[src/design/rscr_cfg.svh]
`ifndef RSCR_CFG_SVH
`define RSCR_CFG_SVH

// ****************************************
// register offsets
// ****************************************
`define RSCR_OFS_STATUS 8'h00
`define RSCR_OFS_PWDN 8'h01
`define RSCR_OFS_OVRD 8'h02
`define RSCR_OFS_CFG_FIRST 8'h03
`define RSCR_OFS_CFG_LAST 8'h27

// ****************************************
// field positions
// ****************************************
`define RSCR_STRAP_MSB 6
`define RSCR_STRAP_LSB 3
`define RSCR_LOAD_DONE_BIT 2
`define RSCR_RECEIVER_DETECT_OVRD_BIT 7
`define RSCR_RECEIVER_DETECT_VAL_BIT 6
`define RSCR_PRES_BLOCK_BIT 0
`define RSCR_STATUS_WR_MASK 8'h83

// ****************************************
// reset values
// ****************************************
`define RSCR_RST_STATUS 8'h00
`define RSCR_RST_PWDN 8'h00
`define RSCR_RST_OVRD 8'h00
`define RSCR_RST_CFG 8'h00

// ****************************************
// eeprom image layout
// ****************************************
`define RSCR_HDR_CRC_BIT 7
`define RSCR_HDR_MAP_BIT 6
`define RSCR_HDR_SIZE_BIT 5
`define RSCR_HDR_COUNT_MSB 3
`define RSCR_EE_HDR_POS 8'h00
`define RSCR_EE_ENTRY_BASE 8'h04
`define RSCR_EE_FLAT_START 8'h03
`define RSCR_CFG_BLOCK_LEN 6'd37
`define RSCR_CFG_LAST_IDX 6'd36

`endif

[src/design/rscr_pkg.sv]
package rscr_pkg;

	// ****************************************
	// management access from the slave engine
	// ****************************************
	typedef struct packed {
		logic wr;
		logic rd;
		logic [7:0] addr;
		logic [7:0] data;
	} rscr_bus_req_t;

	// ****************************************
	// register write from the eeprom loader
	// ****************************************
	typedef struct packed {
		logic valid;
		logic [7:0] addr;
		logic [7:0] data;
	} rscr_cfg_wr_t;

	typedef struct packed {
		logic crcEnable;
		logic addrMap;
		logic largeImage;
		logic [3:0] deviceCount;
	} rscr_ee_header_t;

	typedef enum logic [2:0] {
		LD_HEADER,
		LD_ENTRY,
		LD_SEEK,
		LD_BLOCK,
		LD_DONE
	} rscr_load_state_t;

endpackage : rscr_pkg

[src/design/rscr_eeprom_loader.sv]
`timescale 1ns/100ps
`include "rscr_cfg.svh"

module rscr_eeprom_loader (
	input wire logic clk,
	input wire logic rst,
	input wire logic [3:0] deviceIndex,
	input wire logic eeValid,
	input wire logic [7:0] eeByte,
	output rscr_pkg::rscr_cfg_wr_t cfgWr,
	output rscr_pkg::rscr_ee_header_t header,
	output logic done
);
	import rscr_pkg::*;

	// ****************************************
	// image walker state
	// ****************************************
	rscr_load_state_t state_ff, nxt_state;
	logic [7:0] pos_ff, nxt_pos;
	logic [7:0] start_ff, nxt_start;
	logic [5:0] blkIdx_ff, nxt_blkIdx;
	rscr_ee_header_t hdr_ff, nxt_hdr;
	rscr_cfg_wr_t wr_ff, nxt_wr;
	logic done_ff, nxt_done;
	logic [7:0] entryPos;

	// each start entry is two bytes: the address, then a spare crc byte
	assign entryPos = 8'(`RSCR_EE_ENTRY_BASE + {3'h0, deviceIndex, 1'b0});

	always_comb begin
		nxt_state = state_ff;
		nxt_pos = pos_ff;
		nxt_start = start_ff;
		nxt_blkIdx = blkIdx_ff;
		nxt_hdr = hdr_ff;
		nxt_wr = '0;
		nxt_done = done_ff;
		if (eeValid) begin
			nxt_pos = 8'(pos_ff + 8'h01);
		end
		unique case (state_ff)
			LD_HEADER: begin
				if (eeValid) begin
					nxt_hdr.crcEnable = eeByte[`RSCR_HDR_CRC_BIT];
					nxt_hdr.addrMap = eeByte[`RSCR_HDR_MAP_BIT];
					nxt_hdr.largeImage = eeByte[`RSCR_HDR_SIZE_BIT];
					nxt_hdr.deviceCount = eeByte[`RSCR_HDR_COUNT_MSB:0];
					if (!eeByte[`RSCR_HDR_MAP_BIT]) begin
						nxt_start = `RSCR_EE_FLAT_START;
						nxt_state = LD_SEEK;
					end else if ({1'b0, deviceIndex} >=
						{1'b0, eeByte[`RSCR_HDR_COUNT_MSB:0]}) begin
						// no entry for this device: finish with defaults
						nxt_done = 1'b1;
						nxt_state = LD_DONE;
					end else begin
						nxt_state = LD_ENTRY;
					end
				end
			end
			LD_ENTRY: begin
				if (eeValid && pos_ff == entryPos) begin
					nxt_start = eeByte;
					nxt_state = LD_SEEK;
				end
			end
			LD_SEEK: begin
				if (eeValid && pos_ff == start_ff) begin
					nxt_wr.valid = 1'b1;
					nxt_wr.addr = `RSCR_OFS_CFG_FIRST;
					nxt_wr.data = eeByte;
					nxt_blkIdx = 6'd1;
					nxt_state = LD_BLOCK;
				end else if (eeValid && pos_ff > start_ff) begin
					// block pointed behind us; cannot rewind a stream
					nxt_done = 1'b1;
					nxt_state = LD_DONE;
				end
			end
			LD_BLOCK: begin
				if (eeValid) begin
					nxt_wr.valid = 1'b1;
					nxt_wr.addr = 8'(`RSCR_OFS_CFG_FIRST + {2'h0, blkIdx_ff});
					nxt_wr.data = eeByte;
					nxt_blkIdx = 6'(blkIdx_ff + 6'd1);
					if (blkIdx_ff == `RSCR_CFG_LAST_IDX) begin
						nxt_done = 1'b1;
						nxt_state = LD_DONE;
					end
				end
			end
			LD_DONE: begin
				nxt_done = 1'b1;
			end
		endcase
	end

	always_ff @(posedge clk) begin
		if (rst) begin
			state_ff <= LD_HEADER;
			pos_ff <= `RSCR_EE_HDR_POS;
			start_ff <= 8'h00;
			blkIdx_ff <= 6'd0;
			hdr_ff <= '0;
			wr_ff <= '0;
			done_ff <= 1'b0;
		end else begin
			state_ff <= nxt_state;
			pos_ff <= nxt_pos;
			start_ff <= nxt_start;
			blkIdx_ff <= nxt_blkIdx;
			hdr_ff <= nxt_hdr;
			wr_ff <= nxt_wr;
			done_ff <= nxt_done;
		end
	end

	assign cfgWr = wr_ff;
	assign header = hdr_ff;
	assign done = done_ff;

endmodule : rscr_eeprom_loader

[src/design/rscr_regs.sv]
// Contract
// - offset 0 bits 6:3 show the four address straps, msb at bit 6.
// - offset 0 bit 2 reads one once the eeprom load has finished.
// - power-down bits disable lanes; 7:4 side A 3:0, 3:0 side B; reset 0.
// - a power-down bit set by the host beats the presence pin.
// - offset 2 bit 7 takes receiver-detect reset away from its automatic source.
// - under that override, bit 6 holds receiver-detect in reset when one.
// - offset 2 bit 0 blocks presence pin control of the lanes; resets 0.
// - eeprom load writes one device block consecutively into offsets 3 to 39.
// - image header gives crc, map, size flags, device count, start entries.
`timescale 1ns/100ps
`include "rscr_cfg.svh"

module rscr_regs (
	input wire logic clk,
	input wire logic rst,
	input wire rscr_pkg::rscr_bus_req_t busReq,
	output logic [7:0] rdData,
	output logic rdValid,
	input wire logic [3:0] addrStrap,
	input wire logic eeValid,
	input wire logic [7:0] eeByte,
	input wire logic presenceInput,
	input wire logic autoRxDetReset,
	output logic [7:0] laneDisable,
	output logic receiverDetectReset,
	output logic loadDone,
	output logic [295:0] cfgImage
);
	import rscr_pkg::*;

	// ****************************************
	// decode helpers
	// ****************************************
	function automatic logic isCfgOffset(input logic [7:0] addr);
		isCfgOffset = (addr >= `RSCR_OFS_CFG_FIRST) &&
			(addr <= `RSCR_OFS_CFG_LAST);
	endfunction : isCfgOffset

	function automatic logic [5:0] cfgIndex(input logic [7:0] addr);
		logic [7:0] diff;
		diff = 8'(addr - `RSCR_OFS_CFG_FIRST);
		cfgIndex = diff[5:0];
	endfunction : cfgIndex

	// host write aimed at one fixed offset
	function automatic logic hostWrite(input rscr_bus_req_t req,
		input logic [7:0] offs);
		hostWrite = req.wr && (req.addr == offs);
	endfunction : hostWrite

	// ****************************************
	// eeprom loader
	// ****************************************
	rscr_cfg_wr_t loadWr;
	logic loaderDone;
	logic [3:0] strap_ff, nxt_strap;

	rscr_eeprom_loader u_loader (
		.clk(clk),
		.rst(rst),
		.deviceIndex(strap_ff),
		.eeValid(eeValid),
		.eeByte(eeByte),
		.cfgWr(loadWr),
		.header(),
		.done(loaderDone)
	);

	// ****************************************
	// strap sampling
	// ****************************************
	// straps are level pins; one stage keeps reads and the loader in step
	always_comb begin
		nxt_strap = addrStrap;
	end

	always_ff @(posedge clk) begin
		if (rst) begin
			strap_ff <= 4'h0;
		end else begin
			strap_ff <= nxt_strap;
		end
	end

	// ****************************************
	// status register, offset 0
	// ****************************************
	logic [7:0] status_ff, nxt_status;
	logic [7:0] statusView;

	always_comb begin
		nxt_status = status_ff;
		if (hostWrite(busReq, `RSCR_OFS_STATUS)) begin
			// straps and done bit are read-only; only spare bits store
			nxt_status = busReq.data & `RSCR_STATUS_WR_MASK;
		end
	end

	always_ff @(posedge clk) begin
		if (rst) begin
			status_ff <= `RSCR_RST_STATUS;
		end else begin
			status_ff <= nxt_status;
		end
	end

	// live status byte: straps and load-done over the stored spare bits
	always_comb begin
		statusView = status_ff & `RSCR_STATUS_WR_MASK;
		statusView[`RSCR_STRAP_MSB:`RSCR_STRAP_LSB] = strap_ff;
		statusView[`RSCR_LOAD_DONE_BIT] = loaderDone;
	end

	// ****************************************
	// lane power-down, offset 1
	// ****************************************
	logic [7:0] pwdn_ff, nxt_pwdn;

	always_comb begin
		nxt_pwdn = pwdn_ff;
		if (hostWrite(busReq, `RSCR_OFS_PWDN)) begin
			nxt_pwdn = busReq.data;
		end
	end

	always_ff @(posedge clk) begin
		if (rst) begin
			pwdn_ff <= `RSCR_RST_PWDN;
		end else begin
			pwdn_ff <= nxt_pwdn;
		end
	end

	// ****************************************
	// presence and receiver-detect override, offset 2
	// ****************************************
	logic [7:0] ovrd_ff, nxt_ovrd;

	always_comb begin
		nxt_ovrd = ovrd_ff;
		if (hostWrite(busReq, `RSCR_OFS_OVRD)) begin
			nxt_ovrd = busReq.data;
		end
	end

	always_ff @(posedge clk) begin
		if (rst) begin
			ovrd_ff <= `RSCR_RST_OVRD;
		end else begin
			ovrd_ff <= nxt_ovrd;
		end
	end

	// ****************************************
	// per-device block, offsets 3 to 39
	// ****************************************
	logic [36:0][7:0] cfgMem_ff, nxt_cfgMem;

	always_comb begin
		nxt_cfgMem = cfgMem_ff;
		// host write lands first; a loader write to the same byte wins
		if (busReq.wr && isCfgOffset(busReq.addr)) begin
			nxt_cfgMem[cfgIndex(busReq.addr)] = busReq.data;
		end
		if (loadWr.valid && isCfgOffset(loadWr.addr)) begin
			nxt_cfgMem[cfgIndex(loadWr.addr)] = loadWr.data;
		end
	end

	always_ff @(posedge clk) begin
		if (rst) begin
			cfgMem_ff <= {37{`RSCR_RST_CFG}};
		end else begin
			cfgMem_ff <= nxt_cfgMem;
		end
	end

	// ****************************************
	// read path
	// ****************************************
	logic [7:0] rdData_ff, nxt_rdData;
	logic rdValid_ff, nxt_rdValid;

	// data is zero outside the answer cycle so an outer mux can or it
	always_comb begin
		nxt_rdData = 8'h00;
		nxt_rdValid = 1'b0;
		if (busReq.rd) begin
			nxt_rdValid = 1'b1;
			unique case (busReq.addr)
				`RSCR_OFS_STATUS: begin
					nxt_rdData = statusView;
				end
				`RSCR_OFS_PWDN: begin
					nxt_rdData = pwdn_ff;
				end
				`RSCR_OFS_OVRD: begin
					nxt_rdData = ovrd_ff;
				end
				default: begin
					// unmapped offsets read as zero
					if (isCfgOffset(busReq.addr)) begin
						nxt_rdData = cfgMem_ff[cfgIndex(busReq.addr)];
					end
				end
			endcase
		end
	end

	always_ff @(posedge clk) begin
		if (rst) begin
			rdData_ff <= 8'h00;
			rdValid_ff <= 1'b0;
		end else begin
			rdData_ff <= nxt_rdData;
			rdValid_ff <= nxt_rdValid;
		end
	end

	// ****************************************
	// lane control
	// ****************************************
	logic pinOff;
	wire [7:0] laneOffNow;
	logic [7:0] laneDisable_ff, nxt_laneDisable;

	// presence low means nothing attached; pin is ignored when blocked
	assign pinOff = ~ovrd_ff[`RSCR_PRES_BLOCK_BIT] & ~presenceInput;

	// one gate per lane; a power-down bit only ever touches its own lane
	genvar lane;
	generate
		for (lane = 0; lane < 8; lane++) begin : g_lane
			// a set power-down bit disables the lane whatever the pin says
			assign laneOffNow[lane] = pwdn_ff[lane] | pinOff;
		end
	endgenerate

	always_comb begin
		nxt_laneDisable = laneOffNow;
	end

	always_ff @(posedge clk) begin
		if (rst) begin
			laneDisable_ff <= 8'h00;
		end else begin
			laneDisable_ff <= nxt_laneDisable;
		end
	end

	// ****************************************
	// receiver-detect reset source
	// ****************************************
	logic rxDetReset_ff, nxt_rxDetReset;

	// override hands the reset to the register level, else automatic
	always_comb begin
		if (ovrd_ff[`RSCR_RECEIVER_DETECT_OVRD_BIT]) begin
			nxt_rxDetReset = ovrd_ff[`RSCR_RECEIVER_DETECT_VAL_BIT];
		end else begin
			nxt_rxDetReset = autoRxDetReset;
		end
	end

	always_ff @(posedge clk) begin
		if (rst) begin
			rxDetReset_ff <= 1'b0;
		end else begin
			rxDetReset_ff <= nxt_rxDetReset;
		end
	end

	// ****************************************
	// load-done flag
	// ****************************************
	logic loadDone_ff, nxt_loadDone;

	// loader holds done until reset, so this copy is sticky as well
	always_comb begin
		nxt_loadDone = loaderDone;
	end

	always_ff @(posedge clk) begin
		if (rst) begin
			loadDone_ff <= 1'b0;
		end else begin
			loadDone_ff <= nxt_loadDone;
		end
	end

	// ****************************************
	// outputs
	// ****************************************
	assign rdData = rdData_ff;
	assign rdValid = rdValid_ff;
	assign laneDisable = laneDisable_ff;
	assign receiverDetectReset = rxDetReset_ff;
	assign loadDone = loadDone_ff;
	assign cfgImage = cfgMem_ff;

endmodule : rscr_regs

[config.mk]
export PLATFORM = sky130hd
export DESIGN_NAME = rscr_regs
export DESIGN_NICKNAME = d
export VERILOG_FILES = /design/src/design/rscr_pkg.sv /design/src/design/rscr_eeprom_loader.sv /design/src/design/rscr_regs.sv
export VERILOG_INCLUDE_DIRS = /design/src /design/src/design
export SDC_FILE = /design/constraint.sdc
export NUM_CORES = 1
export LEC_CHECK = 0
export ABC_AREA = 1
export CAP_MARGIN = 10
export CELL_PAD_IN_SITES_DETAIL_PLACEMENT = 0
export CELL_PAD_IN_SITES_GLOBAL_PLACEMENT = 1
export CORE_MARGIN = 2
export CORE_UTILIZATION = 44
export CTS_CLUSTER_DIAMETER = 40
export DETAILED_ROUTE_END_ITERATION = 16
export DONT_BUFFER_PORTS = 1
export PLACE_DENSITY = 0.79
export SETUP_SLACK_MARGIN = 0.15
export SLEW_MARGIN = 20
export SYNTH_ARGS = -nofsm -noshare
export SYNTH_HDL_FRONTEND = slang
export SYNTH_SLANG_ARGS = --single-unit
[constraint.sdc]
create_clock -name clk -period 3.56 [get_ports clk]
set_input_delay 0.356 -clock clk [delete_from_list [all_inputs] [get_ports clk]]
set_output_delay 0.356 -clock clk [all_outputs]
set_load 0.005 [all_outputs]
### Word-level counts from Yosys, hierarchy flattened

Cells that the tools add are included.
Widths: inputs -> output; s select.

* register bits: 381
* logic and storage cells: 166

* add/subtract/negate cells: 6
* magnitude comparators: 10
* equality and inequality tests: 20
* mux-type cells: 41
* bitwise operators: 12
* reduce and logical (&&, ||, !) cells: 23

Operators by type and width (count)
* $bwmux 296: 2
* $mux 296: 2
* $demux 8 s6: 2
* $mux 8: 7
* $bmux 8 s6: 1
* $mux 17: 2
* $pmux 17 s2: 1
* $mux 3: 8
* $pmux 8 s3: 1
* $eq 8x8->1: 2
* $ge 8x2->1 const B: 2
* $le 8x6->1 const B: 2
* $pmux 8 s2: 1
* $lt 6x7->1 const B: 2
* $ge 6x1->1 const B: 2
* $logic_and 1x1->1: 12
* $mux 6: 2
* $pmux 3 s4: 1
* $pmux 6 s2: 1
* $sub 6x2->6 const B: 2
* $ne 2x1->1 const B: 5
* $ne 2x2->1 const B: 5
* $mux 1: 9
* $add 8x1->8 const B: 1
* other kinds (25): 37

### Logic depth before layout (Yosys ltp)

Gate-level depths: netlist of the first run.

* depth after elaboration: 9
* depth in mapped cells: 16
* gate-level depth less buffers: 14

### Hierarchy

A second synthesis of the first run with hierarchy kept.

* cell total of the unflattened synthesis: 3905
* area, all modules: 23403.7 µm²

Modules (own cells, without submodules)
* rscr_regs: times used 1, cells an instance 3550, area an instance 20868.8 µm²
* rscr_eeprom_loader: times used 1, cells an instance 355, area an instance 2534.9 µm²

### Worst setup path after synthesis of the first run

Ideal clock, no wire load.

* path type: in2reg
* start point: input busReq[8] in the netlist's numbering
* end point: register cfgMem_ff (netlist bit cfgImage[136])
* setup time: 0.109 ns
* data arrival time: 2.479 ns
* data required time: 3.451 ns
* slack: 0.972 ns
* cell stages on the path: 14
* path through: inv_1 -> clkbuf_1 -> clkbuf_1 -> ha_1 -> inv_1 -> nand3_1 -> nor2_1 -> nand2_2 -> nor2_4 -> inv_1 -> nand2_1 -> nand3_1 -> nand2_1 -> inv_1

* longest elaborated chain between the ends: 9
* elaborated cells on any way between the ends: 14
* classes of those cells: add/sub (1); order compare (4); mux (6); reduce/logical (3)

Ends and longest elaborated chain
* start, declared: RTL line rscr_regs.sv:17 `input wire rscr_pkg::rscr_bus_req_t busReq,`
* $sub 6x2->6 (no source line)
* $lt 6x7->1 (not written as such) or $ge 6x1->1 (tied branches): RTL line rscr_regs.sv:164 `nxt_cfgMem[cfgIndex(busReq.addr)] = busReq.data;`
* $logic_and 1x1->1 (not written as such): RTL line rscr_regs.sv:164
* $mux 8 (not written as such): RTL line rscr_regs.sv:164
* $demux 8 s6: RTL line rscr_regs.sv:164
* $bwmux 296: RTL line rscr_regs.sv:164
* $mux 296 (*): RTL line rscr_regs.sv:163 `if (busReq.wr && isCfgOffset(busReq.addr)) begin`
* $bwmux 296: RTL line rscr_regs.sv:167 `nxt_cfgMem[cfgIndex(loadWr.addr)] = loadWr.data;`
* $mux 296 (*): RTL line rscr_regs.sv:166 `if (loadWr.valid && isCfgOffset(loadWr.addr)) begin`
* end signal, assigned: RTL line rscr_regs.sv:173 `` cfgMem_ff <= {37{`RSCR_RST_CFG}}; ``
* end signal, assigned: RTL line rscr_regs.sv:175 `cfgMem_ff <= nxt_cfgMem;`
* end, declared: RTL line rscr_regs.sv:158 `logic [36:0][7:0] cfgMem_ff, nxt_cfgMem;`

Every way passes the cells marked *; elsewhere a longest branch is shown, timed or not.
A chain may end at the register's enable or synchronous reset.

### Final worst setup path of the first run

* start point: register u_loader.wr_ff (netlist bit u_loader.cfgWr[8])
* end point: register cfgMem_ff (netlist bit cfgImage[39])

* longest elaborated chain between the ends: 7
* elaborated cells on any way between the ends: 12
* classes of those cells: add/sub (1); order compare (4); mux (4); reduce/logical (3)

Ends and longest elaborated chain
* start, declared: RTL line rscr_eeprom_loader.sv:24 `rscr_cfg_wr_t wr_ff, nxt_wr;`
* start signal, assigned: RTL line rscr_eeprom_loader.sv:114 `wr_ff <= nxt_wr;`
* $sub 6x2->6 (no source line)
* $lt 6x7->1 (not written as such) or $ge 6x1->1 (tied branches): RTL line rscr_regs.sv:167
* $logic_and 1x1->1 (not written as such): RTL line rscr_regs.sv:167
* $mux 8 (not written as such): RTL line rscr_regs.sv:167
* $demux 8 s6: RTL line rscr_regs.sv:167
* $bwmux 296: RTL line rscr_regs.sv:167
* $mux 296 (*): RTL line rscr_regs.sv:166

Marks and branches as above.

==> results of run 1 <==
-- final cells by class --
cell class / instances / area (um^2) / share of cell area
clock buffers: 92 / 2171 / 0.07868
clock inverters: 63 / 699.4 / 0.02535
inverters: 643 / 2424 / 0.08784
multi-input cells: 2833 / 12810 / 0.4642
flip-flops and latches: 380 / 7607 / 0.2757
well taps: 696 / 870.8 / 0.03156
repair buffers: 97 / 1011 / 0.03664
-- logic make-up after synthesis --
family / count (synthesis)
and+or+nand+nor: 2580
xor gates and xnor gates: 5
buffers and inverters: 861
DFF: 380
adders and majority gates: 21
AOI/OAI and AO/OA: 227
-- state kept, by name, summed over array words and instances (netlist names) --
name and cells:
u_loader.blkIdx_ff 6, rdData 8, u_loader.cfgWr 16, u_loader.done 1, u_loader.start_ff 8, pwdn_ff 8
u_loader.pos_ff 8, loadDone 1, cfgImage 296, rdValid 1, laneDisable 8, u_loader.state_ff 3
ovrd_ff 8, status_ff 3, strap_ff 4, receiverDetectReset 1
-- final timing paths --
kind | start | slack [ps] | to | depth (start not counted)
worst max-delay path | u_loader.cfgWr[8]$_SDFF_PP0_ | 810 | cfgImage[39]$_SDFF_PP0_ | 10
worst min-delay path | rst | 60 | pwdn_ff[0]$_SDFFE_PP0P_ | 3
worst max register to register | u_loader.cfgWr[8]$_SDFF_PP0_ | 810 | cfgImage[39]$_SDFF_PP0_ | 10
worst min register to register | u_loader.start_ff[4]$_SDFFE_PP0P_ | 470 | u_loader.start_ff[4]$_SDFFE_PP0P_ | 2
-- worst max-delay path: cells and delay by family, from the launching register on --
kind | cells | cell delay (ps)
XOR/XNOR | 1 | 300
flip-flops | 1 | 350
AND/OR/NAND/NOR | 7 | 1710
buffers and inverters | 1 | 90
adder cells (fa/ha/maj) | 1 | 220
-- where the power goes --
| part | leakage, nW | switching, W | internal, W | total [W] |
|---|---|---|---|---|
| registers | 3.07 | 0.0000520 | 0.00433 | 0.00438 |
| clock network | 1.39 | 0.00296 | 0.00496 | 0.00793 |
| logic | 10.3 | 0.00111 | 0.000409 | 0.00152 |
| total | 14.8 | 0.00413 | 0.00970 | 0.0138 |
-- layer usage --
layer,GRT usage,wire (um),vias up
li1,-,-,12590
met1,0.4832,42890,12080
met2,0.5995,48950,1449
met3,0.09830,11280,302
met4,0.1853,5371,0
met5,0,0,-
-- cells in the mapped netlist (26+ instances only) --
library cell	count
nand3_1	814
clkbuf_1	150
inv_2	26
dfxtp_1	380
o21ai_0	135
nor2_2	30
nor2_1	308
inv_1	615
or2_2	53
nand2_1	1319
buf_1	32
a21oi_1	68
buf_2	27
-- metrics by stage --
step                      power [W]  hold WS [ps]  area, um^2  setup slack, ps  std cells
after floorplan            0.005403         424.9       23670            971.9       4074
final                       0.01383         62.69       27590            807.6       4804
after global routing        0.01422         92.52       27590            640.0       4804
after global placement     0.005776         428.2       24290            781.4       4621
after detailed placement   0.005778         430.0       24290            700.0       4621
after CTS                   0.01384         32.54       27590            893.6       4804
==> flow_summary.json, run 1 <==
{
  "grt_overflow": 0,
  "die_w_um": 235.9,
  "setup_viol": 0,
  "hp-class": "primary input to flop",
  "routed_via_density": 5.499,
  "synthMuxAreaShare": 0,
  "synthArstFlopShare": 0,
  "period_share": 0.7731,
  "synth.area.top_cells": "dfxtp_1, nand2_1, nand3_1",
  "dieArea_mm2": 0.05567,
  "cp_common_cell": "nand2_1",
  "grt_max_degree": 161,
  "timing.fmax_ghz": 0.3633,
  "synth_top_family_by_area": "simple AND/OR/NAND/NOR gates",
  "worstPathRequired_ps": 4140,
  "leakage_nw": 14.76,
  "final_common_cell": "nand2_1",
  "tightest_slew_ps": 1158,
  "cts_hold_buf": 28,
  "grt_pass1_vias": 24070,
  "status": "complete, no violations",
  "syn_inst": 4074,
  "gp_congestion": 0.9740,
  "post-route-util": 0.5158,
  "synth_xor_area_frac": 0.002801,
  "crit_path_start_kind": "flop",
  "yosysTopAreaCellShare": 0.3214,
  "drt_iter0_drc": 2976,
  "crit_path_end_kind": "flop",
  "n_antenna_cell": 0,
  "dp_hpwl_um": 70390,
  "worstPathMaxFanout": 21,
  "synth_area_mm2": 0.02367,
  "fillers": 5614,
  "final_cell_mix": "nand2_1, nand3_1, inv_1, dfxtp_1, nor2_1",
  "cpMaxStageDelayCell": "nor2_4",
  "initial_core_util": 0.4425,
  "htreeDepth": 3,
  "crit_type": "flop to flop",
  "drc_errors": 0,
  "wirelength_um": 108500,
  "syn_avg_cell_area_um2": 5.810,
  "fin_skew_ps": 32.12,
  "ys_types": 40,
  "synthAdderAreaFrac": 0.01110,
  "tns_ps": 0,
  "clock_latency_ps": 640,
  "ys_seq_area_frac": 0.3214,
  "coreArea_mm2": 0.05350,
  "numCtsBuffers": 83,
  "cts-root-buf": "clkbuf_16",
  "crit_chain": "ha_1 > nor2_1 > nand2_1 > xor2_2 > nand2_1 > nor2_4 > nand2_1 > nand3_1 > nand3_1 > inv_1",
  "layout-drive-gt1-share": 0.09518,
  "cts_setup_buffers": 0,
  "slowest_delay_ps": 570,
  "antenna_found_initial": 1,
  "slew_viol_final": 0,
  "grt_pass1_wl_um": 160400,
  "cts_tree": "yes",
  "detail-route-antenna-nets": 0,
  "groute.usage.overall": 0.3803,
  "num_vias": 26420,
  "cp.arrival_ps": 3330,
  "cts.sinks": 380,
  "synth_flop_cell": "dfxtp_1",
  "cts_buffer_depth": 3,
  "syn-num-nets": 4130,
  "yosysTopAreaCell": "dfxtp_1",
  "io_buffers": 0,
  "ios": 350,
  "p_per_area_mw_per_mm2": 501.2,
  "finalHoldViolations": 0,
  "synth_seq_cells": 380,
  "synth-edff-count": 0,
  "slew_headroom": 0.2269,
  "rsz0062_at_grt": "false",
  "synthSimpleGateAreaFrac": 0.4749,
  "die_y_um": 235.9,
  "drt_pass1_iterations": 6,
  "peakVddDrop_v": 0.0003827,
  "row_count": 85,
  "cts.clk_slew.worst_paths_ps": 60,
  "area_growth_pct": 16.55,
  "nNetsFinal": 4094,
  "cap_violations": 0,
  "cts-resized-gates": 0,
  "yosysWarnings": 0,
  "synth-compound-area-share": 0.05027,
  "min_period_ps": 2752,
  "wl_per_cell_um": 22.58
}
No activity file was read; power rests on OpenSTA's default activity.
==> run 2, diff against run 1 <==
--- a/config.mk
+++ b/config.mk
@@ -6,16 +6,16 @@
 export SDC_FILE = /design/constraint.sdc
 export NUM_CORES = 1
 export LEC_CHECK = 0
-export ABC_AREA = 1
+export ABC_AREA = 0
 export CAP_MARGIN = 10
 export CELL_PAD_IN_SITES_DETAIL_PLACEMENT = 0
 export CELL_PAD_IN_SITES_GLOBAL_PLACEMENT = 1
 export CORE_MARGIN = 2
-export CORE_UTILIZATION = 44
+export CORE_UTILIZATION = 43
 export CTS_CLUSTER_DIAMETER = 40
 export DETAILED_ROUTE_END_ITERATION = 16
 export DONT_BUFFER_PORTS = 1
-export PLACE_DENSITY = 0.79
+export PLACE_DENSITY = 0.74
 export SETUP_SLACK_MARGIN = 0.15
 export SLEW_MARGIN = 20
 export SYNTH_ARGS = -nofsm -noshare
==> constraint.sdc (replaced) <==
create_clock -name clk -period 2.5 [get_ports clk]
set_input_delay 0.25 -clock clk [delete_from_list [all_inputs] [get_ports clk]]
set_output_delay 0.25 -clock clk [all_outputs]
set_load 0.005 [all_outputs]
==> flow_summary.json, run 2 <==
{
  "cts_buffer_depth": 3,
  "cpMaxStageDelayCell": "dfxtp_1",
  "setup_viol": 0,
  "die_w_um": 221.2,
  "cp.arrival_ps": 2810,
  "worstPathMaxFanout": 16,
  "hp-start": "rst",
  "drt_pass1_iterations": 8,
  "cts-root-buf": "clkbuf_16",
  "tightest_slew_ps": 1474,
  "yosysTopAreaCell": "dfxtp_1",
  "grt_overflow": 0,
  "cts_tree": "yes",
  "synth.area.top_cells": "dfxtp_1, a311oi_1, mux2i_1",
  "die_y_um": 221.2,
  "crit_type": "flop to flop",
  "synth.most_common_cell": "nor2_1",
  "r2r-start": "u_loader.cfgWr[9]$_SDFF_PP0_",
  "final_common_cell": "nor2_1",
  "wirelength_um": 92660,
  "detail-route-antenna-nets": 0,
  "crit_path_start_kind": "flop",
  "slew_viol_final": 0,
  "num_vias": 20930,
  "n_antenna_cell": 0,
  "wl_per_cell_um": 29.36,
  "drc_errors": 0,
  "cp_common_cell": "buf_4",
  "nNetsFinal": 2554,
  "cpLargestDelayFamily": "simple AND/OR/NAND/NOR gates",
  "numCtsBuffers": 68,
  "drt_iter0_drc": 2951,
  "dp_hpwl_um": 60800,
  "critPathLaunch": "u_loader.cfgWr[9]$_SDFF_PP0_",
  "hp-class": "primary input to flop",
  "period_share": 0.9410,
  "leakage_nw": 9.545,
  "syn_inst": 2439,
  "grt_max_degree": 361,
  "cap_violations": 0,
  "routed_via_density": 6.633,
  "grt_pass1_vias": 19280,
  "ys_types": 82,
  "finalHoldViolations": 20,
  "min_period_ps": 2353,
  "synth_seq_cells": 380,
  "layout-drive-gt1-share": 0.1620,
  "worstPathRequired_ps": 2950,
  "yosysTopAreaCellShare": 0.3751,
  "final_cell_count_no_fill": 3156,
  "status": "complete, but fails checks",
  "ys_seq_area_frac": 0.3751,
  "placedCellCount": 2977,
  "peakVddDrop_v": 0.0005375,
  "timing.fmax_ghz": 0.4251,
  "area_growth_pct": 22.11,
  "worst-path-buf-inv": 2,
  "gp_congestion": 0.9679,
  "grt_pass1_wl_um": 133500,
  "cts.clk_slew.worst_paths_ps": 60,
  "cts.sinks": 380,
  "coreArea_mm2": 0.04656,
  "crit_path_end_kind": "flop",
  "synth-edff-count": 0,
  "row_count": 79,
  "ios": 350,
  "holdWs_ps": -259.8,
  "yosysWarnings": 0,
  "syn-num-nets": 2495,
  "p_per_area_mw_per_mm2": 702.4,
  "slew_headroom": 0.01722,
  "violations": "negative hold slack",
  "final_cell_mix": "nor2_1, dfxtp_1, nand2_1, nand3_1, a311oi_1",
  "syn_avg_cell_area_um2": 8.316,
  "groute.usage.overall": 0.3600,
  "rsz0062_at_grt": "true",
  "htreeDepth": 3,
  "synthTopCellsByCount": "nor2_1, dfxtp_1, nand2_1",
  "initial_core_util": 0.4357,
  "antenna_found_initial": 1,
  "synth_area_mm2": 0.02028,
  "synthArstFlopShare": 0,
  "largest_reg_flops": 296,
  "crit_chain": "ha_2 > nand4bb_1 > nor3_2 > buf_4 > nand3b_1 > buf_4 > a311oi_1",
  "io_buffers": 0,
  "clock_latency_ps": 600,
  "dieArea_mm2": 0.04892,
  "slowest_delay_ps": 410,
  "tns_ps": 0,
  "synth_flop_cell": "dfxtp_1",
  "fin_skew_ps": 21.53
}
run 2: changes by cell type in the layout (fill, tap and decap cells not counted), moves of 37 or more:
cell	previous run	this run
inv_1	613	21
buf_4	64	156
a21oi_1	68	31
or2_2	53	5
nand3_1	814	211
nand2_1	1319	341
nor2_1	307	383
mux2i_1	0	145
a311oi_1	0	201
a211oi_1	1	101
mux4_2	0	42
o21ai_0	135	15
run 2: area by class of cell:
type	instances	area (um^2)
fillers	4226	21790
multi-input cells	1784	11640
flip-flops and latches	380	7609
repair buffers	240	2422
clock buffers	89	1883
well taps	607	759.5
clock inverters	32	360.3
inverters	24	93.84
run 2: metal layers:
metal	track usage	vias to the layer above	share of wire
met1	0.4621	10280	0.39
met5	0	-	0
met3	0.1091	249	0.12
li1	-	9078	-
met4	0.1691	0	0.046
met2	0.5534	1326	0.45
run 2: report_power, final:
group	internal [W]	switching, W	total, W
clock	0.00586	0.00339	0.00925
sequential	0.00617	0.0000690	0.00624
combinational	0.000711	0.00120	0.00191
run 2: path summary, 6_finish.rpt:
check                                 endpoint  slack (ps)  depth (start not counted)
min reg2reg  u_loader.start_ff[1]$_SDFFE_PP0P_         480                          2
min          u_loader.start_ff[7]$_SDFFE_PP0P_        -260                          1
max                    cfgImage[11]$_SDFF_PP0_         150                          7
max reg2reg            cfgImage[11]$_SDFF_PP0_         150                          7
run 2: cells by family (layout without fill, tap and decap cells):
logic type | Yosys count | in the layout | synth area share
multiplexers | 193 | 193 | 0.1215
buffers and inverters | 275 | 385 | 0.05842
flip-flops | 380 | 380 | 0.3751
AND/OR/NAND/NOR | 1089 | 1089 | 0.2393
AO/OA/AOI/OAI | 456 | 456 | 0.1807
XOR/XNOR | 25 | 25 | 0.01209
adder cells (fa/ha/maj) | 21 | 21 | 0.01295
run 2: stage by stage:
stage / total power (W) / worst slack (ps) / instance area [um^2] / util / hold slack (ps)
after floorplan: 0.007580 / 60.91 / 20490 / - / 378.2
after global placement: 0.007976 / -261.5 / 21790 / 0.4681 / 342.9
after detailed placement: 0.007998 / -273.5 / 21790 / 0.4681 / 340.8
after CTS: 0.01723 / 216.6 / 24570 / 0.5277 / -289.9
after global routing: 0.01778 / 96.70 / 24770 / 0.5320 / -271.2
final: 0.01740 / 147.5 / 24770 / 0.5320 / -259.8
run 2: repair_timing:
item | 4_1_cts | 5_1_grt
setup endpoints to repair | 0 | 67
hold buffers | 50 | 7
hold endpoints to repair | 363 | 315
setup buffers | 0 | 1
gates resized for setup | 0 | 5
